[config.mk]
export PLATFORM = sky130hd
export DESIGN_NAME = ebpr_router
export DESIGN_NICKNAME = d
export VERILOG_FILES = /design/src/hdl/ebpr_pkg.sv /design/src/hdl/ebpr_sync2.sv /design/src/hdl/ebpr_router.sv
export SDC_FILE = /design/constraint.sdc
export NUM_CORES = 1
export LEC_CHECK = 0
export ABC_AREA = 0
export BUFFER_PORTS_ARGS = -buffer_cell sky130_fd_sc_hd__buf_4
export CORE_UTILIZATION = 35
export CTS_BUF_LIST = sky130_fd_sc_hd__clkbuf_4 sky130_fd_sc_hd__clkbuf_8
export CTS_CLUSTER_DIAMETER = 80
export DETAILED_ROUTE_END_ITERATION = 12
export HOLD_SLACK_MARGIN = 0.02
export MAX_ROUTING_LAYER = met4
export PLACE_DENSITY_LB_ADDON = 0.05
export SLEW_MARGIN = 15
export SYNTH_ARGS = -nofsm -noshare
export SYNTH_HDL_FRONTEND = slang
export SYNTH_SLANG_ARGS = --single-unit
[constraint.sdc]
create_clock -name ref_clk -period 1.84 [get_ports ref_clk]
set_input_delay 0.276 -clock ref_clk [delete_from_list [all_inputs] [get_ports ref_clk]]
set_output_delay 0.276 -clock ref_clk [all_outputs]
set_load 0.02 [all_outputs]
[src/hdl/ebpr_pkg.sv]
package ebpr_pkg;

  // register port
  localparam int         ADDR_W       = 4;
  localparam int         DATA_W       = 16;
  localparam logic [3:0] ROUTE_OFS    = 4'h0;
  localparam logic [3:0] STATUS_OFS   = 4'h1;

  // route register fields
  localparam int PP_LSB   = 12;
  localparam int PP_MSB   = 14;
  localparam int SP1_LSB  = 10;
  localparam int SP1_MSB  = 11;
  localparam int SP0_LSB  = 8;
  localparam int SP0_MSB  = 9;
  localparam int ADDR_MSB = 5;

  localparam logic [15:0] ROUTE_RST   = 16'h0000;
  // reserved bits 15, 7 and 6 stay zero
  localparam logic [15:0] ROUTE_WMASK = 16'h7f3f;

  // status register bits
  localparam int ST_PP_RSVD  = 0;
  localparam int ST_SP1_RSVD = 1;
  localparam int ST_SP0_RSVD = 2;
  localparam int ST_CHANGED  = 3;
  localparam logic CHANGED_RST = 1'b0;

  // parallel-port route codes
  localparam logic [2:0] PP_GP            = 3'h0;
  localparam logic [2:0] PP_SPI_UART      = 3'h1;
  localparam logic [2:0] PP_PIX_GP        = 3'h2;
  localparam logic [2:0] PP_PIX_SPI_ASU3  = 3'h3;
  localparam logic [2:0] PP_PIX_ASU2_UART = 3'h4;
  localparam logic [2:0] PP_PIX_SPI_UART  = 3'h5;
  localparam logic [2:0] PP_SPI_ASU       = 3'h6;
  localparam logic [2:0] PP_RSVD          = 3'h7;

  // serial-port route codes
  localparam logic [1:0] SP_CARD   = 2'h0;
  localparam logic [1:0] SP_ASU_GP = 2'h1;
  localparam logic [1:0] SP_GP     = 2'h2;
  localparam logic [1:0] SP_RSVD   = 2'h3;

  // widths
  localparam int PP_PINS = 21;
  localparam int SP_PINS = 6;
  localparam int GP_W    = 32;

endpackage

[src/hdl/ebpr_sync2.sv]
`timescale 1ns/1ps
module ebpr_sync2 #(
  parameter int W = 1
) (
  input  wire logic         ref_clk,  // system clock
  input  wire logic         srst,     // sync reset
  input  wire logic [W-1:0] d,        // asynchronous level
  output logic      [W-1:0] q         // synchronised level
);
  logic [W-1:0] s1_q;
  logic [W-1:0] s2_q;

  // first stage feeds only the second
  always_ff @(posedge ref_clk) begin
    if (srst) begin
      s1_q <= '0;
      s2_q <= '0;
    end else begin
      s1_q <= d;
      s2_q <= s1_q;
    end
  end

  assign q = s2_q;
endmodule

[src/hdl/ebpr_router.sv]
`timescale 1ns/1ps
// Behaviour
// 3-bit parallel route field at bits 14:12
// code 001: spi, six gp, uart, unit2
// code 010: pixel data and eight gp
// code 100: pixel, unit2, uart
// code 101: pixel, four spi, uart
// code 110: spi, units 2/3, six gp
// pixel modes have no display behind them
// 2-bit serial port 1 field, bits 11:10
// port1 code 01: unit1 plus gp 11:10
// 2-bit serial port 0 field, bits 9:8
// port1 code 00: all six card1 signals
// port1 code 10: gp 11 down to 6
// gate, change once, then reset peripherals; the code only sets a sticky changed flag when bits 14:8 change
// reserved codes must not be written; the code stores them, releases the pins and flags them in the status register
module ebpr_router (
  input  wire logic        ref_clk,     // 50 MHz system clock
  input  wire logic        srst,        // sync reset, high
  input  wire logic [3:0]  reg_addr,    // register index
  input  wire logic [15:0] reg_wdata,   // write data
  input  wire logic        reg_wr,      // write strobe
  input  wire logic        reg_rd,      // read strobe
  output logic      [15:0] reg_rdata,   // read data, cycle after rd
  output logic      [20:0] pp_pin_o,    // parallel pins out
  output logic      [20:0] pp_pin_oe_n, // parallel pins drive, low
  input  wire logic [20:0] pp_pin_i,    // parallel pins in
  output logic      [5:0]  sp1_pin_o,   // serial port 1 pins out
  output logic      [5:0]  sp1_pin_oe_n,// serial port 1 drive, low
  input  wire logic [5:0]  sp1_pin_i,   // serial port 1 pins in
  output logic      [5:0]  sp0_pin_o,   // serial port 0 pins out
  output logic      [5:0]  sp0_pin_oe_n,// serial port 0 drive, low
  input  wire logic [5:0]  sp0_pin_i,   // serial port 0 pins in
  input  wire logic [6:0]  spi_o,       // spi outputs
  input  wire logic [6:0]  spi_oe_n,    // spi drive, low
  output logic      [6:0]  spi_i,       // spi inputs
  input  wire logic [3:0]  uart_o,      // uart outputs
  input  wire logic [3:0]  uart_oe_n,   // uart drive, low
  output logic      [3:0]  uart_i,      // uart inputs
  input  wire logic [3:0]  asu2_o,      // audio unit 2 outputs
  input  wire logic [3:0]  asu2_oe_n,   // audio unit 2 drive, low
  output logic      [3:0]  asu2_i,      // audio unit 2 inputs
  input  wire logic [3:0]  asu3_o,      // audio unit 3 outputs
  input  wire logic [3:0]  asu3_oe_n,   // audio unit 3 drive, low
  output logic      [3:0]  asu3_i,      // audio unit 3 inputs
  input  wire logic [7:0]  pix_o,       // pixel data outputs
  input  wire logic [7:0]  pix_oe_n,    // pixel drive, low
  input  wire logic [3:0]  asu1_o,      // audio unit 1 outputs
  input  wire logic [3:0]  asu1_oe_n,   // audio unit 1 drive, low
  output logic      [3:0]  asu1_i,      // audio unit 1 inputs
  input  wire logic [3:0]  asu0_o,      // audio unit 0 outputs
  input  wire logic [3:0]  asu0_oe_n,   // audio unit 0 drive, low
  output logic      [3:0]  asu0_i,      // audio unit 0 inputs
  input  wire logic [5:0]  card1_o,     // card host 1 outputs
  input  wire logic [5:0]  card1_oe_n,  // card host 1 drive, low
  output logic      [5:0]  card1_i,     // card host 1 inputs
  input  wire logic [5:0]  card0_o,     // card host 0 outputs
  input  wire logic [5:0]  card0_oe_n,  // card host 0 drive, low
  output logic      [5:0]  card0_i,     // card host 0 inputs
  input  wire logic [31:0] gp_o,        // general pin outputs
  input  wire logic [31:0] gp_oe_n,     // general pin drive, low
  output logic      [31:0] gp_i         // general pin inputs
);

  logic [15:0] route_q, route_d;
  logic        changed_q, changed_d;
  logic [15:0] rdata_q, rdata_d;
  logic [2:0]  pp_sel;
  logic [1:0]  sp1_sel, sp0_sel;
  logic [20:0] pp_s;
  logic [5:0]  sp1_s, sp0_s;
  logic [20:0] pp_o_q, pp_o_d, pp_oen_q, pp_oen_d;
  logic [5:0]  sp1_o_q, sp1_o_d, sp1_oen_q, sp1_oen_d;
  logic [5:0]  sp0_o_q, sp0_o_d, sp0_oen_q, sp0_oen_d;
  logic [6:0]  spi_i_q, spi_i_d;
  logic [3:0]  uart_i_q, uart_i_d, asu2_i_q, asu2_i_d;
  logic [3:0]  asu3_i_q, asu3_i_d, asu1_i_q, asu1_i_d;
  logic [3:0]  asu0_i_q, asu0_i_d;
  logic [5:0]  card1_i_q, card1_i_d, card0_i_q, card0_i_d;
  logic [31:0] gp_i_q, gp_i_d;

  // pins come from outside the clock domain
  ebpr_sync2 #(.W(33)) u_pin_sync (
    .ref_clk (ref_clk),
    .srst    (srst),
    .d       ({pp_pin_i, sp1_pin_i, sp0_pin_i}),
    .q       ({pp_s, sp1_s, sp0_s})
  );

  assign pp_sel  = route_q[ebpr_pkg::PP_MSB:ebpr_pkg::PP_LSB];
  assign sp1_sel = route_q[ebpr_pkg::SP1_MSB:ebpr_pkg::SP1_LSB];
  assign sp0_sel = route_q[ebpr_pkg::SP0_MSB:ebpr_pkg::SP0_LSB];

  // register file
  always_comb begin
    route_d   = route_q;
    changed_d = changed_q;
    rdata_d   = 16'h0000;
    if (reg_wr && reg_addr == ebpr_pkg::ROUTE_OFS) begin
      route_d = reg_wdata & ebpr_pkg::ROUTE_WMASK;
      // sticky: software is expected to reroute only once after boot
      if (route_d[14:8] != route_q[14:8]) begin
        changed_d = 1'b1;
      end
    end
    if (reg_rd) begin
      unique case (reg_addr)
        ebpr_pkg::ROUTE_OFS:  rdata_d = route_q;
        ebpr_pkg::STATUS_OFS: begin
          rdata_d[ebpr_pkg::ST_PP_RSVD]  = (pp_sel == ebpr_pkg::PP_RSVD);
          rdata_d[ebpr_pkg::ST_SP1_RSVD] = (sp1_sel == ebpr_pkg::SP_RSVD);
          rdata_d[ebpr_pkg::ST_SP0_RSVD] = (sp0_sel == ebpr_pkg::SP_RSVD);
          rdata_d[ebpr_pkg::ST_CHANGED]  = changed_q;
        end
        default: rdata_d = 16'h0000;
      endcase
    end
  end

  always_ff @(posedge ref_clk) begin
    if (srst) begin
      route_q   <= ebpr_pkg::ROUTE_RST;
      changed_q <= ebpr_pkg::CHANGED_RST;
      rdata_q   <= 16'h0000;
    end else begin
      route_q   <= route_d;
      changed_q <= changed_d;
      rdata_q   <= rdata_d;
    end
  end

  // pin routing; unrouted pins are released, unrouted inputs read zero
  always_comb begin
    pp_o_d    = '0;
    pp_oen_d  = '1;
    sp1_o_d   = '0;
    sp1_oen_d = '1;
    sp0_o_d   = '0;
    sp0_oen_d = '1;
    spi_i_d   = '0;
    uart_i_d  = '0;
    asu2_i_d  = '0;
    asu3_i_d  = '0;
    asu1_i_d  = '0;
    asu0_i_d  = '0;
    card1_i_d = '0;
    card0_i_d = '0;
    gp_i_d    = '0;
    unique case (pp_sel)
      ebpr_pkg::PP_GP: begin
        pp_o_d[19:0]   = gp_o[31:12];
        pp_oen_d[19:0] = gp_oe_n[31:12];
        gp_i_d[31:12]  = pp_s[19:0];
      end
      ebpr_pkg::PP_SPI_UART: begin
        pp_o_d    = {asu2_o, uart_o, gp_o[17:12], spi_o};
        pp_oen_d  = {asu2_oe_n, uart_oe_n, gp_oe_n[17:12], spi_oe_n};
        spi_i_d        = pp_s[6:0];
        gp_i_d[17:12]  = pp_s[12:7];
        uart_i_d       = pp_s[16:13];
        asu2_i_d       = pp_s[20:17];
      end
      ebpr_pkg::PP_PIX_GP: begin
        // pixel modes drive pins only; no display block answers here
        pp_o_d[15:0]   = {gp_o[19:12], pix_o};
        pp_oen_d[15:0] = {gp_oe_n[19:12], pix_oe_n};
        gp_i_d[19:12]  = pp_s[15:8];
      end
      ebpr_pkg::PP_PIX_SPI_ASU3: begin
        pp_o_d[15:0]   = {asu3_o, spi_o[3:0], pix_o};
        pp_oen_d[15:0] = {asu3_oe_n, spi_oe_n[3:0], pix_oe_n};
        spi_i_d[3:0]   = pp_s[11:8];
        asu3_i_d       = pp_s[15:12];
      end
      ebpr_pkg::PP_PIX_ASU2_UART: begin
        pp_o_d[15:0]   = {uart_o, asu2_o, pix_o};
        pp_oen_d[15:0] = {uart_oe_n, asu2_oe_n, pix_oe_n};
        asu2_i_d       = pp_s[11:8];
        uart_i_d       = pp_s[15:12];
      end
      ebpr_pkg::PP_PIX_SPI_UART: begin
        pp_o_d[15:0]   = {uart_o, spi_o[3:0], pix_o};
        pp_oen_d[15:0] = {uart_oe_n, spi_oe_n[3:0], pix_oe_n};
        spi_i_d[3:0]   = pp_s[11:8];
        uart_i_d       = pp_s[15:12];
      end
      ebpr_pkg::PP_SPI_ASU: begin
        pp_o_d    = {gp_o[17:12], asu3_o, asu2_o, spi_o};
        pp_oen_d  = {gp_oe_n[17:12], asu3_oe_n, asu2_oe_n, spi_oe_n};
        spi_i_d        = pp_s[6:0];
        asu2_i_d       = pp_s[10:7];
        asu3_i_d       = pp_s[14:11];
        gp_i_d[17:12]  = pp_s[20:15];
      end
      ebpr_pkg::PP_RSVD: begin
        pp_o_d   = '0;
        pp_oen_d = '1;
      end
    endcase
    unique case (sp1_sel)
      ebpr_pkg::SP_CARD: begin
        sp1_o_d   = card1_o;
        sp1_oen_d = card1_oe_n;
        card1_i_d = sp1_s;
      end
      ebpr_pkg::SP_ASU_GP: begin
        sp1_o_d        = {gp_o[11:10], asu1_o};
        sp1_oen_d      = {gp_oe_n[11:10], asu1_oe_n};
        asu1_i_d       = sp1_s[3:0];
        gp_i_d[11:10]  = sp1_s[5:4];
      end
      ebpr_pkg::SP_GP: begin
        sp1_o_d       = gp_o[11:6];
        sp1_oen_d     = gp_oe_n[11:6];
        gp_i_d[11:6]  = sp1_s;
      end
      ebpr_pkg::SP_RSVD: begin
        sp1_oen_d = '1;
      end
    endcase
    unique case (sp0_sel)
      ebpr_pkg::SP_CARD: begin
        sp0_o_d   = card0_o;
        sp0_oen_d = card0_oe_n;
        card0_i_d = sp0_s;
      end
      ebpr_pkg::SP_ASU_GP: begin
        sp0_o_d      = {gp_o[5:4], asu0_o};
        sp0_oen_d    = {gp_oe_n[5:4], asu0_oe_n};
        asu0_i_d     = sp0_s[3:0];
        gp_i_d[5:4]  = sp0_s[5:4];
      end
      ebpr_pkg::SP_GP: begin
        sp0_o_d      = gp_o[5:0];
        sp0_oen_d    = gp_oe_n[5:0];
        gp_i_d[5:0]  = sp0_s;
      end
      ebpr_pkg::SP_RSVD: begin
        sp0_oen_d = '1;
      end
    endcase
  end

  // outbound paths are one flop deep; inbound paths add the two sync flops, three in all
  always_ff @(posedge ref_clk) begin
    if (srst) begin
      pp_o_q    <= '0;
      pp_oen_q  <= '1;
      sp1_o_q   <= '0;
      sp1_oen_q <= '1;
      sp0_o_q   <= '0;
      sp0_oen_q <= '1;
      spi_i_q   <= '0;
      uart_i_q  <= '0;
      asu2_i_q  <= '0;
      asu3_i_q  <= '0;
      asu1_i_q  <= '0;
      asu0_i_q  <= '0;
      card1_i_q <= '0;
      card0_i_q <= '0;
      gp_i_q    <= '0;
    end else begin
      pp_o_q    <= pp_o_d;
      pp_oen_q  <= pp_oen_d;
      sp1_o_q   <= sp1_o_d;
      sp1_oen_q <= sp1_oen_d;
      sp0_o_q   <= sp0_o_d;
      sp0_oen_q <= sp0_oen_d;
      spi_i_q   <= spi_i_d;
      uart_i_q  <= uart_i_d;
      asu2_i_q  <= asu2_i_d;
      asu3_i_q  <= asu3_i_d;
      asu1_i_q  <= asu1_i_d;
      asu0_i_q  <= asu0_i_d;
      card1_i_q <= card1_i_d;
      card0_i_q <= card0_i_d;
      gp_i_q    <= gp_i_d;
    end
  end

  assign reg_rdata    = rdata_q;
  assign pp_pin_o     = pp_o_q;
  assign pp_pin_oe_n  = pp_oen_q;
  assign sp1_pin_o    = sp1_o_q;
  assign sp1_pin_oe_n = sp1_oen_q;
  assign sp0_pin_o    = sp0_o_q;
  assign sp0_pin_oe_n = sp0_oen_q;
  assign spi_i        = spi_i_q;
  assign uart_i       = uart_i_q;
  assign asu2_i       = asu2_i_q;
  assign asu3_i       = asu3_i_q;
  assign asu1_i       = asu1_i_q;
  assign asu0_i       = asu0_i_q;
  assign card1_i      = card1_i_q;
  assign card0_i      = card0_i_q;
  assign gp_i         = gp_i_q;
endmodule

==> qor.yml, run 1 <==
min_period_over_period: 0.901
hold_viol: 0
grt_pass1_wl_um: 45800
numPortBuffers: 361
grtUsageMet2: 0.379
num_vias: 8319
gp_congestion: 0.851
timing.hold.worst_path_depth: 3
cp_max_fo: 7
drcViolationCount: 0
synth_cell_types: 54
cts.sinks: 230
cp.required_ps: 2310
power_leakage_nw: 6.32
timing.fmax_mhz: 603
viasPerCell: 4.82
crit_type: "reg2reg"
dieArea_sq_um: 25900
cts_buffer_depth: 3
core-area_sq_um: 24500
cts_tree: "done"
r2r_start: "route_q[8]$_SDFFE_PP0P_"
cts-root-buf: "clkbuf_8"
ys_warn_count: 0
rsz0062_at_grt: "no"
synth_cells: 882
grt_overflow: 0
timing.reg2reg.setup_slack_ps: 180
synth_edf_count: 0
synth_area_sq_um: 8830
ir_drop_mv: 0.571
syn_avg_cell_area_sq_um: 10.0
worstHoldStart: "gp_o[23]"
start_kind: "flop"
worstMarginPinSlew_ps: 582
use_met1: 0.278
start_util: 0.360
grt_pass1_vias: 8238
die_w_um: 161
layout_commonest_cell: "buf_4"
hold_class: "in2reg"
hold_end: "pp_pin_o[11]$_SDFF_PP0_"
maxSlewHeadroom: 0.611
ios: 368
dr.pass1.iters: 7
crit_arrival_ps: 2130
async_reset_ff_frac: 0
final_nets: 1596
p_per_area_nw_per_um2: 848
clk_pin_slew_ps: 60
r2r_end: "card0_i[1]$_SDFF_PP0_"
cts_setup_buffers: 0
antenna_left: 0
hold_buffers: 118
cp-end-kind: "flop"
setup_violations: 0
place.detailed.hpwl_um: 21300
post_cts_resized: 0
layout_common_cells: "buf_4 (397), dfxtp_1 (227), dlygate4sd3_1 (118)"
worstSkewPairLatency_ps: 540
cts_buffers: 40
syn2layout_area_growth_pct: 58.8
drive_above_1_share: 0.354
dp_cells: 1535
fin_skew_ps: 9.90
grt_antenna_before_repair: 0
outcome: "complete, no violations"
grt_usage: 0.234
yosysSeqAreaShare: 0.521
setup_tns_ps: 0
avgRoutedWirePerCell_um: 17.4
met3_usage: 0.0535
top_usage_layer: "met2"
final_max_slew_viol_count: 0
chipHeight_um: 161
htreeDepth: 2
grt_max_degree: 33
reg2reg_depth: 4
drt-initial-drc-count: 454
fin_cells: 1726
ys_ff_latch: 230
synth_flop_cell: "dfxtp_1"
wl_um: 30000
period_needed_ps: 1660
diodes: 0
rows: 57
cap_violations: 0
-- worst max-delay path, cell delays in order (launching register included) --
cell and delay [ps]:
dfxtp_1 360, inv_1 150, ha_1 340, nor2b_1 540, and2_1 210
-- flip-flops by register name, summed over array words and instances, names as in the netlist --
| name | cells |
|---|---|
| u_pin_sync.s1_q | 33 |
| reg_rdata | 13 |
| asu2_i | 4 |
| spi_i | 7 |
| sp1_pin_oe_n | 6 |
| asu3_i | 4 |
| uart_i | 4 |
| u_pin_sync.q | 33 |
| pp_pin_o | 21 |
| route_q | 13 |
| pp_pin_oe_n | 21 |
| sp1_pin_o | 6 |
| changed_q | 1 |
| asu0_i | 4 |
| sp0_pin_oe_n | 6 |
| gp_i | 32 |
| card0_i | 6 |
| sp0_pin_o | 6 |
| asu1_i | 4 |
| card1_i | 6 |
-- logic make-up (layout without fill, tap and decap cells) --
logic type | Yosys count | in the layout | synth area share
adder cells (fa/ha/maj) | 10 | 10 | 0.0142
flip-flops | 230 | 230 | 0.521
other | 1 | 3 | 0.000425
AND/OR/NAND/NOR | 283 | 283 | 0.171
buffers and inverters | 88 | 606 | 0.0490
XOR/XNOR | 7 | 7 | 0.00694
multiplexers | 63 | 63 | 0.0728
AO/OA/AOI/OAI | 200 | 200 | 0.164
-- metrics by stage --
stage	setup WS, ps	power, W	area, sq um	utilization	hold WS (ps)
3_3_place_gp	232	0.00654	11900	0.485	417
3_5_place_dp	218	0.00654	11900	0.485	420
4_1_cts	190	0.0120	14000	0.572	20.1
6_report	182	0.0119	14000	0.572	47.3
2_1_floorplan	241	0.00584	8840	-	400
5_1_grt	34.0	0.0124	14000	0.572	27.5
-- how the worst max path moves through the flow --
stage	start	end	slack [ps]
finish	route_q[8]$_SDFFE_PP0P_	card0_i[1]$_SDFF_PP0_	180
global route	route_q[8]$_SDFFE_PP0P_	sp0_pin_oe_n[5]$_SDFF_PP1_	30
CTS	route_q[13]$_SDFFE_PP0P_	gp_i[21]$_SDFF_PP0_	190
detailed placement	route_q[13]$_SDFFE_PP0P_	asu2_i[0]$_SDFF_PP0_	220
global placement	route_q[13]$_SDFFE_PP0P_	asu2_i[0]$_SDFF_PP0_	230
floorplan	route_q[10]$_SDFFE_PP0P_	sp1_pin_oe_n[4]$_SDFF_PP1_	240
-- Yosys cell counts (7+ instances only) --
cell      number  area share
dfxtp_1      230        0.52
nor2b_1       83       0.059
nor2_1        67       0.028
mux2i_1       53       0.060
and2_1        52       0.037
nand2_1       42       0.018
clkbuf_1      33       0.014
o21ai_0       32       0.018
o22ai_1       28       0.020
buf_2         23       0.013
a21oi_1       21       0.012
a22oi_1       18       0.015
a211oi_1      15       0.013
inv_1         14      0.0060
a221oi_1      13       0.013
o221ai_1      12       0.012
buf_4         11      0.0094
a221o_1       10       0.011
ha_1          10       0.014
mux2_2        10       0.013
nor3_1        10      0.0057
a222oi_1       8      0.0091
o22a_1         7      0.0069
-- report_power, final --
| part | leakage [nW] | switching (W) | internal, W |
|---|---|---|---|
| Clock | 0.496 | 0.00209 | 0.00315 |
| Sequential | 1.89 | 0.0000740 | 0.00516 |
| Combinational | 3.94 | 0.000612 | 0.000789 |
-- layout make-up --
class	instances	area [sq um]
clock buffers	64	831
clock inverters	9	98.8
fillers	2240	10500
inverters	15	56.3
multi-input cells	566	3800
flip-flops and latches	230	4610
well taps	324	405
repair buffers	518	4220
-- per-layer routing --
metal / share of wire / up-vias
li1: - / 4086
met1: 0.42 / 3822
met2: 0.47 / 336
met3: 0.069 / 75
met4: 0.038 / 0
met5: 0 / -
Note: power is estimated with default switching activity, not from simulation.
==> run 2, diff against run 1 <==
Settings changed: CORE_ASPECT_RATIO set to 1.2.
==> qor.yml, run 2 (same netlist as run 1, synthesis figures left out) <==
cts_tree: "done"  # unchanged
clk_pin_slew_ps: 60  # about the same
grt_max_degree: 41  # was 33
cp.required_ps: 2240  # was 2310 ps
layout_common_cells: "buf_4 (401), dfxtp_1 (227), dlygate4sd3_1 (116)"  # was buf_4 (397), dfxtp_1 (227), dlygate4sd3_1 (118)
r2r_start: "route_q[10]$_SDFFE_PP0P_"  # was route_q[8]$_SDFFE_PP0P_
nFillCells: 2291  # was 2240
start_util: 0.357  # was 0.360
dr.pass1.iters: 5  # was 7
crit_type: "reg2reg"  # unchanged
ios: 368  # unchanged
min_period_over_period: 0.915  # was 0.901
viasPerCell: 4.87  # was 4.82
period_needed_ps: 1680  # was 1660 ps
gp_congestion: 0.883  # was 0.851
grt_usage: 0.256  # was 0.234
rsz0062_at_grt: "no"  # unchanged
timing.fmax_mhz: 594  # was 603 MHz
hold_viol: 0  # unchanged
cts_buffers: 39  # was 40
place.detailed.hpwl_um: 24300  # was 21300 um
worstHoldStart: "gp_oe_n[19]"  # was gp_o[23]
fin_skew_ps: 10.6  # was 9.90 ps
dieArea_sq_um: 25900  # about the same
hold-worst-slack_ps: 50.5  # was 47.3 ps
drcViolationCount: 0  # unchanged
crit_arrival_ps: 2080  # was 2130 ps
worstMarginPinSlew_ps: 602  # was 582 ps
setup_tns_ps: 0  # unchanged
cap_violations: 0  # unchanged
ir_drop_mv: 0.474  # was 0.571 mV
grt_pass1_vias: 8432  # was 8238
cts_buffer_depth: 3  # unchanged
start_kind: "flop"  # unchanged
core-area_sq_um: 24800  # was 24500 sq um
rows: 63  # was 57
power_leakage_nw: 6.27  # was 6.32 nW
avgRoutedWirePerCell_um: 19.3  # was 17.4 um
outcome: "complete, no violations"  # unchanged
final_max_slew_viol_count: 0  # unchanged
maxSlewHeadroom: 0.597  # was 0.611
chipHeight_um: 176  # was 161 um
grt_overflow: 0  # unchanged
worstSkewPairLatency_ps: 530  # was 540 ps
crit_path_start: "route_q[10]$_SDFFE_PP0P_"  # was route_q[8]$_SDFFE_PP0P_
final_nets: 1596  # unchanged
cp-end-kind: "flop"  # unchanged
hold_class: "in2reg"  # unchanged
cp_max_fo: 6  # was 7
layout_commonest_cell: "buf_4"  # unchanged
antenna_left: 0  # unchanged
cts.sinks: 230  # unchanged
cts-root-buf: "clkbuf_8"  # unchanged
drt-initial-drc-count: 304  # was 454
p_per_area_nw_per_um2: 844  # was 848 nW/um^2
die_w_um: 147  # was 161 um
num_vias: 8396  # was 8319
wl_um: 33200  # was 30000 um
htreeDepth: 2  # unchanged
numPortBuffers: 361  # unchanged
syn2layout_area_growth_pct: 58.2  # was 58.8%
setup_violations: 0  # unchanged
drive_above_1_share: 0.354  # about the same
grt_pass1_wl_um: 48800  # was 45800 um
grt_antenna_before_repair: 1  # was 0
==> run 2: cell count changes in the layout (fill, tap and decap cells not counted) <==
cell           before  now
clkbuf_8           56   50
clkinv_2            6    1
buf_4             397  401
clkbuf_4            8   11
dlygate4sd3_1     118  116
buf_12              3    2
bufinv_16           2    3
clkinvlp_4          0    1
dfxtp_2             3    2
dfxtp_4             0    1
diode_2             0    1
ha_1               10    9
ha_2                0    1
==> run 2: cell type report <==
cell class | count | area [sq um] | area share
inverter | 15 | 56.3 | 0.00403
sequential | 230 | 4610 | 0.330
multi-input combinational | 566 | 3800 | 0.272
tap | 325 | 407 | 0.0291
antenna | 1 | 2.50 | 0.000179
timing repair buffer | 519 | 4210 | 0.301
clock inverter | 6 | 111 | 0.00797
clock buffer | 61 | 771 | 0.0552
==> run 2: final timing paths <==
check,cells after the start,slack (ps),end
min,3,50,pp_pin_oe_n[7]$_SDFF_PP1_
max,5,160,sp1_pin_oe_n[4]$_SDFF_PP1_
max reg2reg,5,160,sp1_pin_oe_n[4]$_SDFF_PP1_
min reg2reg,1,430,u_pin_sync.q[4]$_SDFF_PP0_
==> run 2: timing repair <==
| action | in CTS | in global routing |
|---|---|---|
| resized for setup | 0 | 2 |
| endpoints found under the setup margin | 0 | 3 |
| buffers inserted | 0 | 0 |
| hold buffers | 115 | 1 |
| endpoints found under the hold margin | 97 | 1 |
==> run 2: power by group <==
part	switching (W)	leakage, nW	internal (W)
logic	0.000638	3.92	0.000786
clock network	0.00204	0.461	0.00308
registers	0.0000826	1.89	0.00516
total	0.00276	6.27	0.00903
==> run 2: per-layer routing <==
layer  global-route usage  wire, um  vias up
li1                     -         -     4072
met1                0.272     12500     3902
met2                0.452     17000      349
met3               0.0628      2420       73
met4                0.109      1270        0
met5                    -         0        -
==> run 2: worst max-delay path, stage by stage (launching register included) <==
cell,delay (ps)
dfxtp_1,410
inv_1,130
ha_1,290
or2_2,380
a211oi_1,240
o21ai_0,100
==> run 2: metrics by stage <==
step	area, sq um	utilization	std cells	total power [W]	worst slack [ps]
2_1_floorplan	8840	-	884	0.00584	241
3_3_place_gp	11900	0.482	1539	0.00657	149
3_5_place_dp	11900	0.482	1539	0.00657	106
4_1_cts	14000	0.564	1721	0.0119	91.5
5_1_grt	14000	0.565	1723	0.0123	44.8
6_report	14000	0.565	1723	0.0118	156
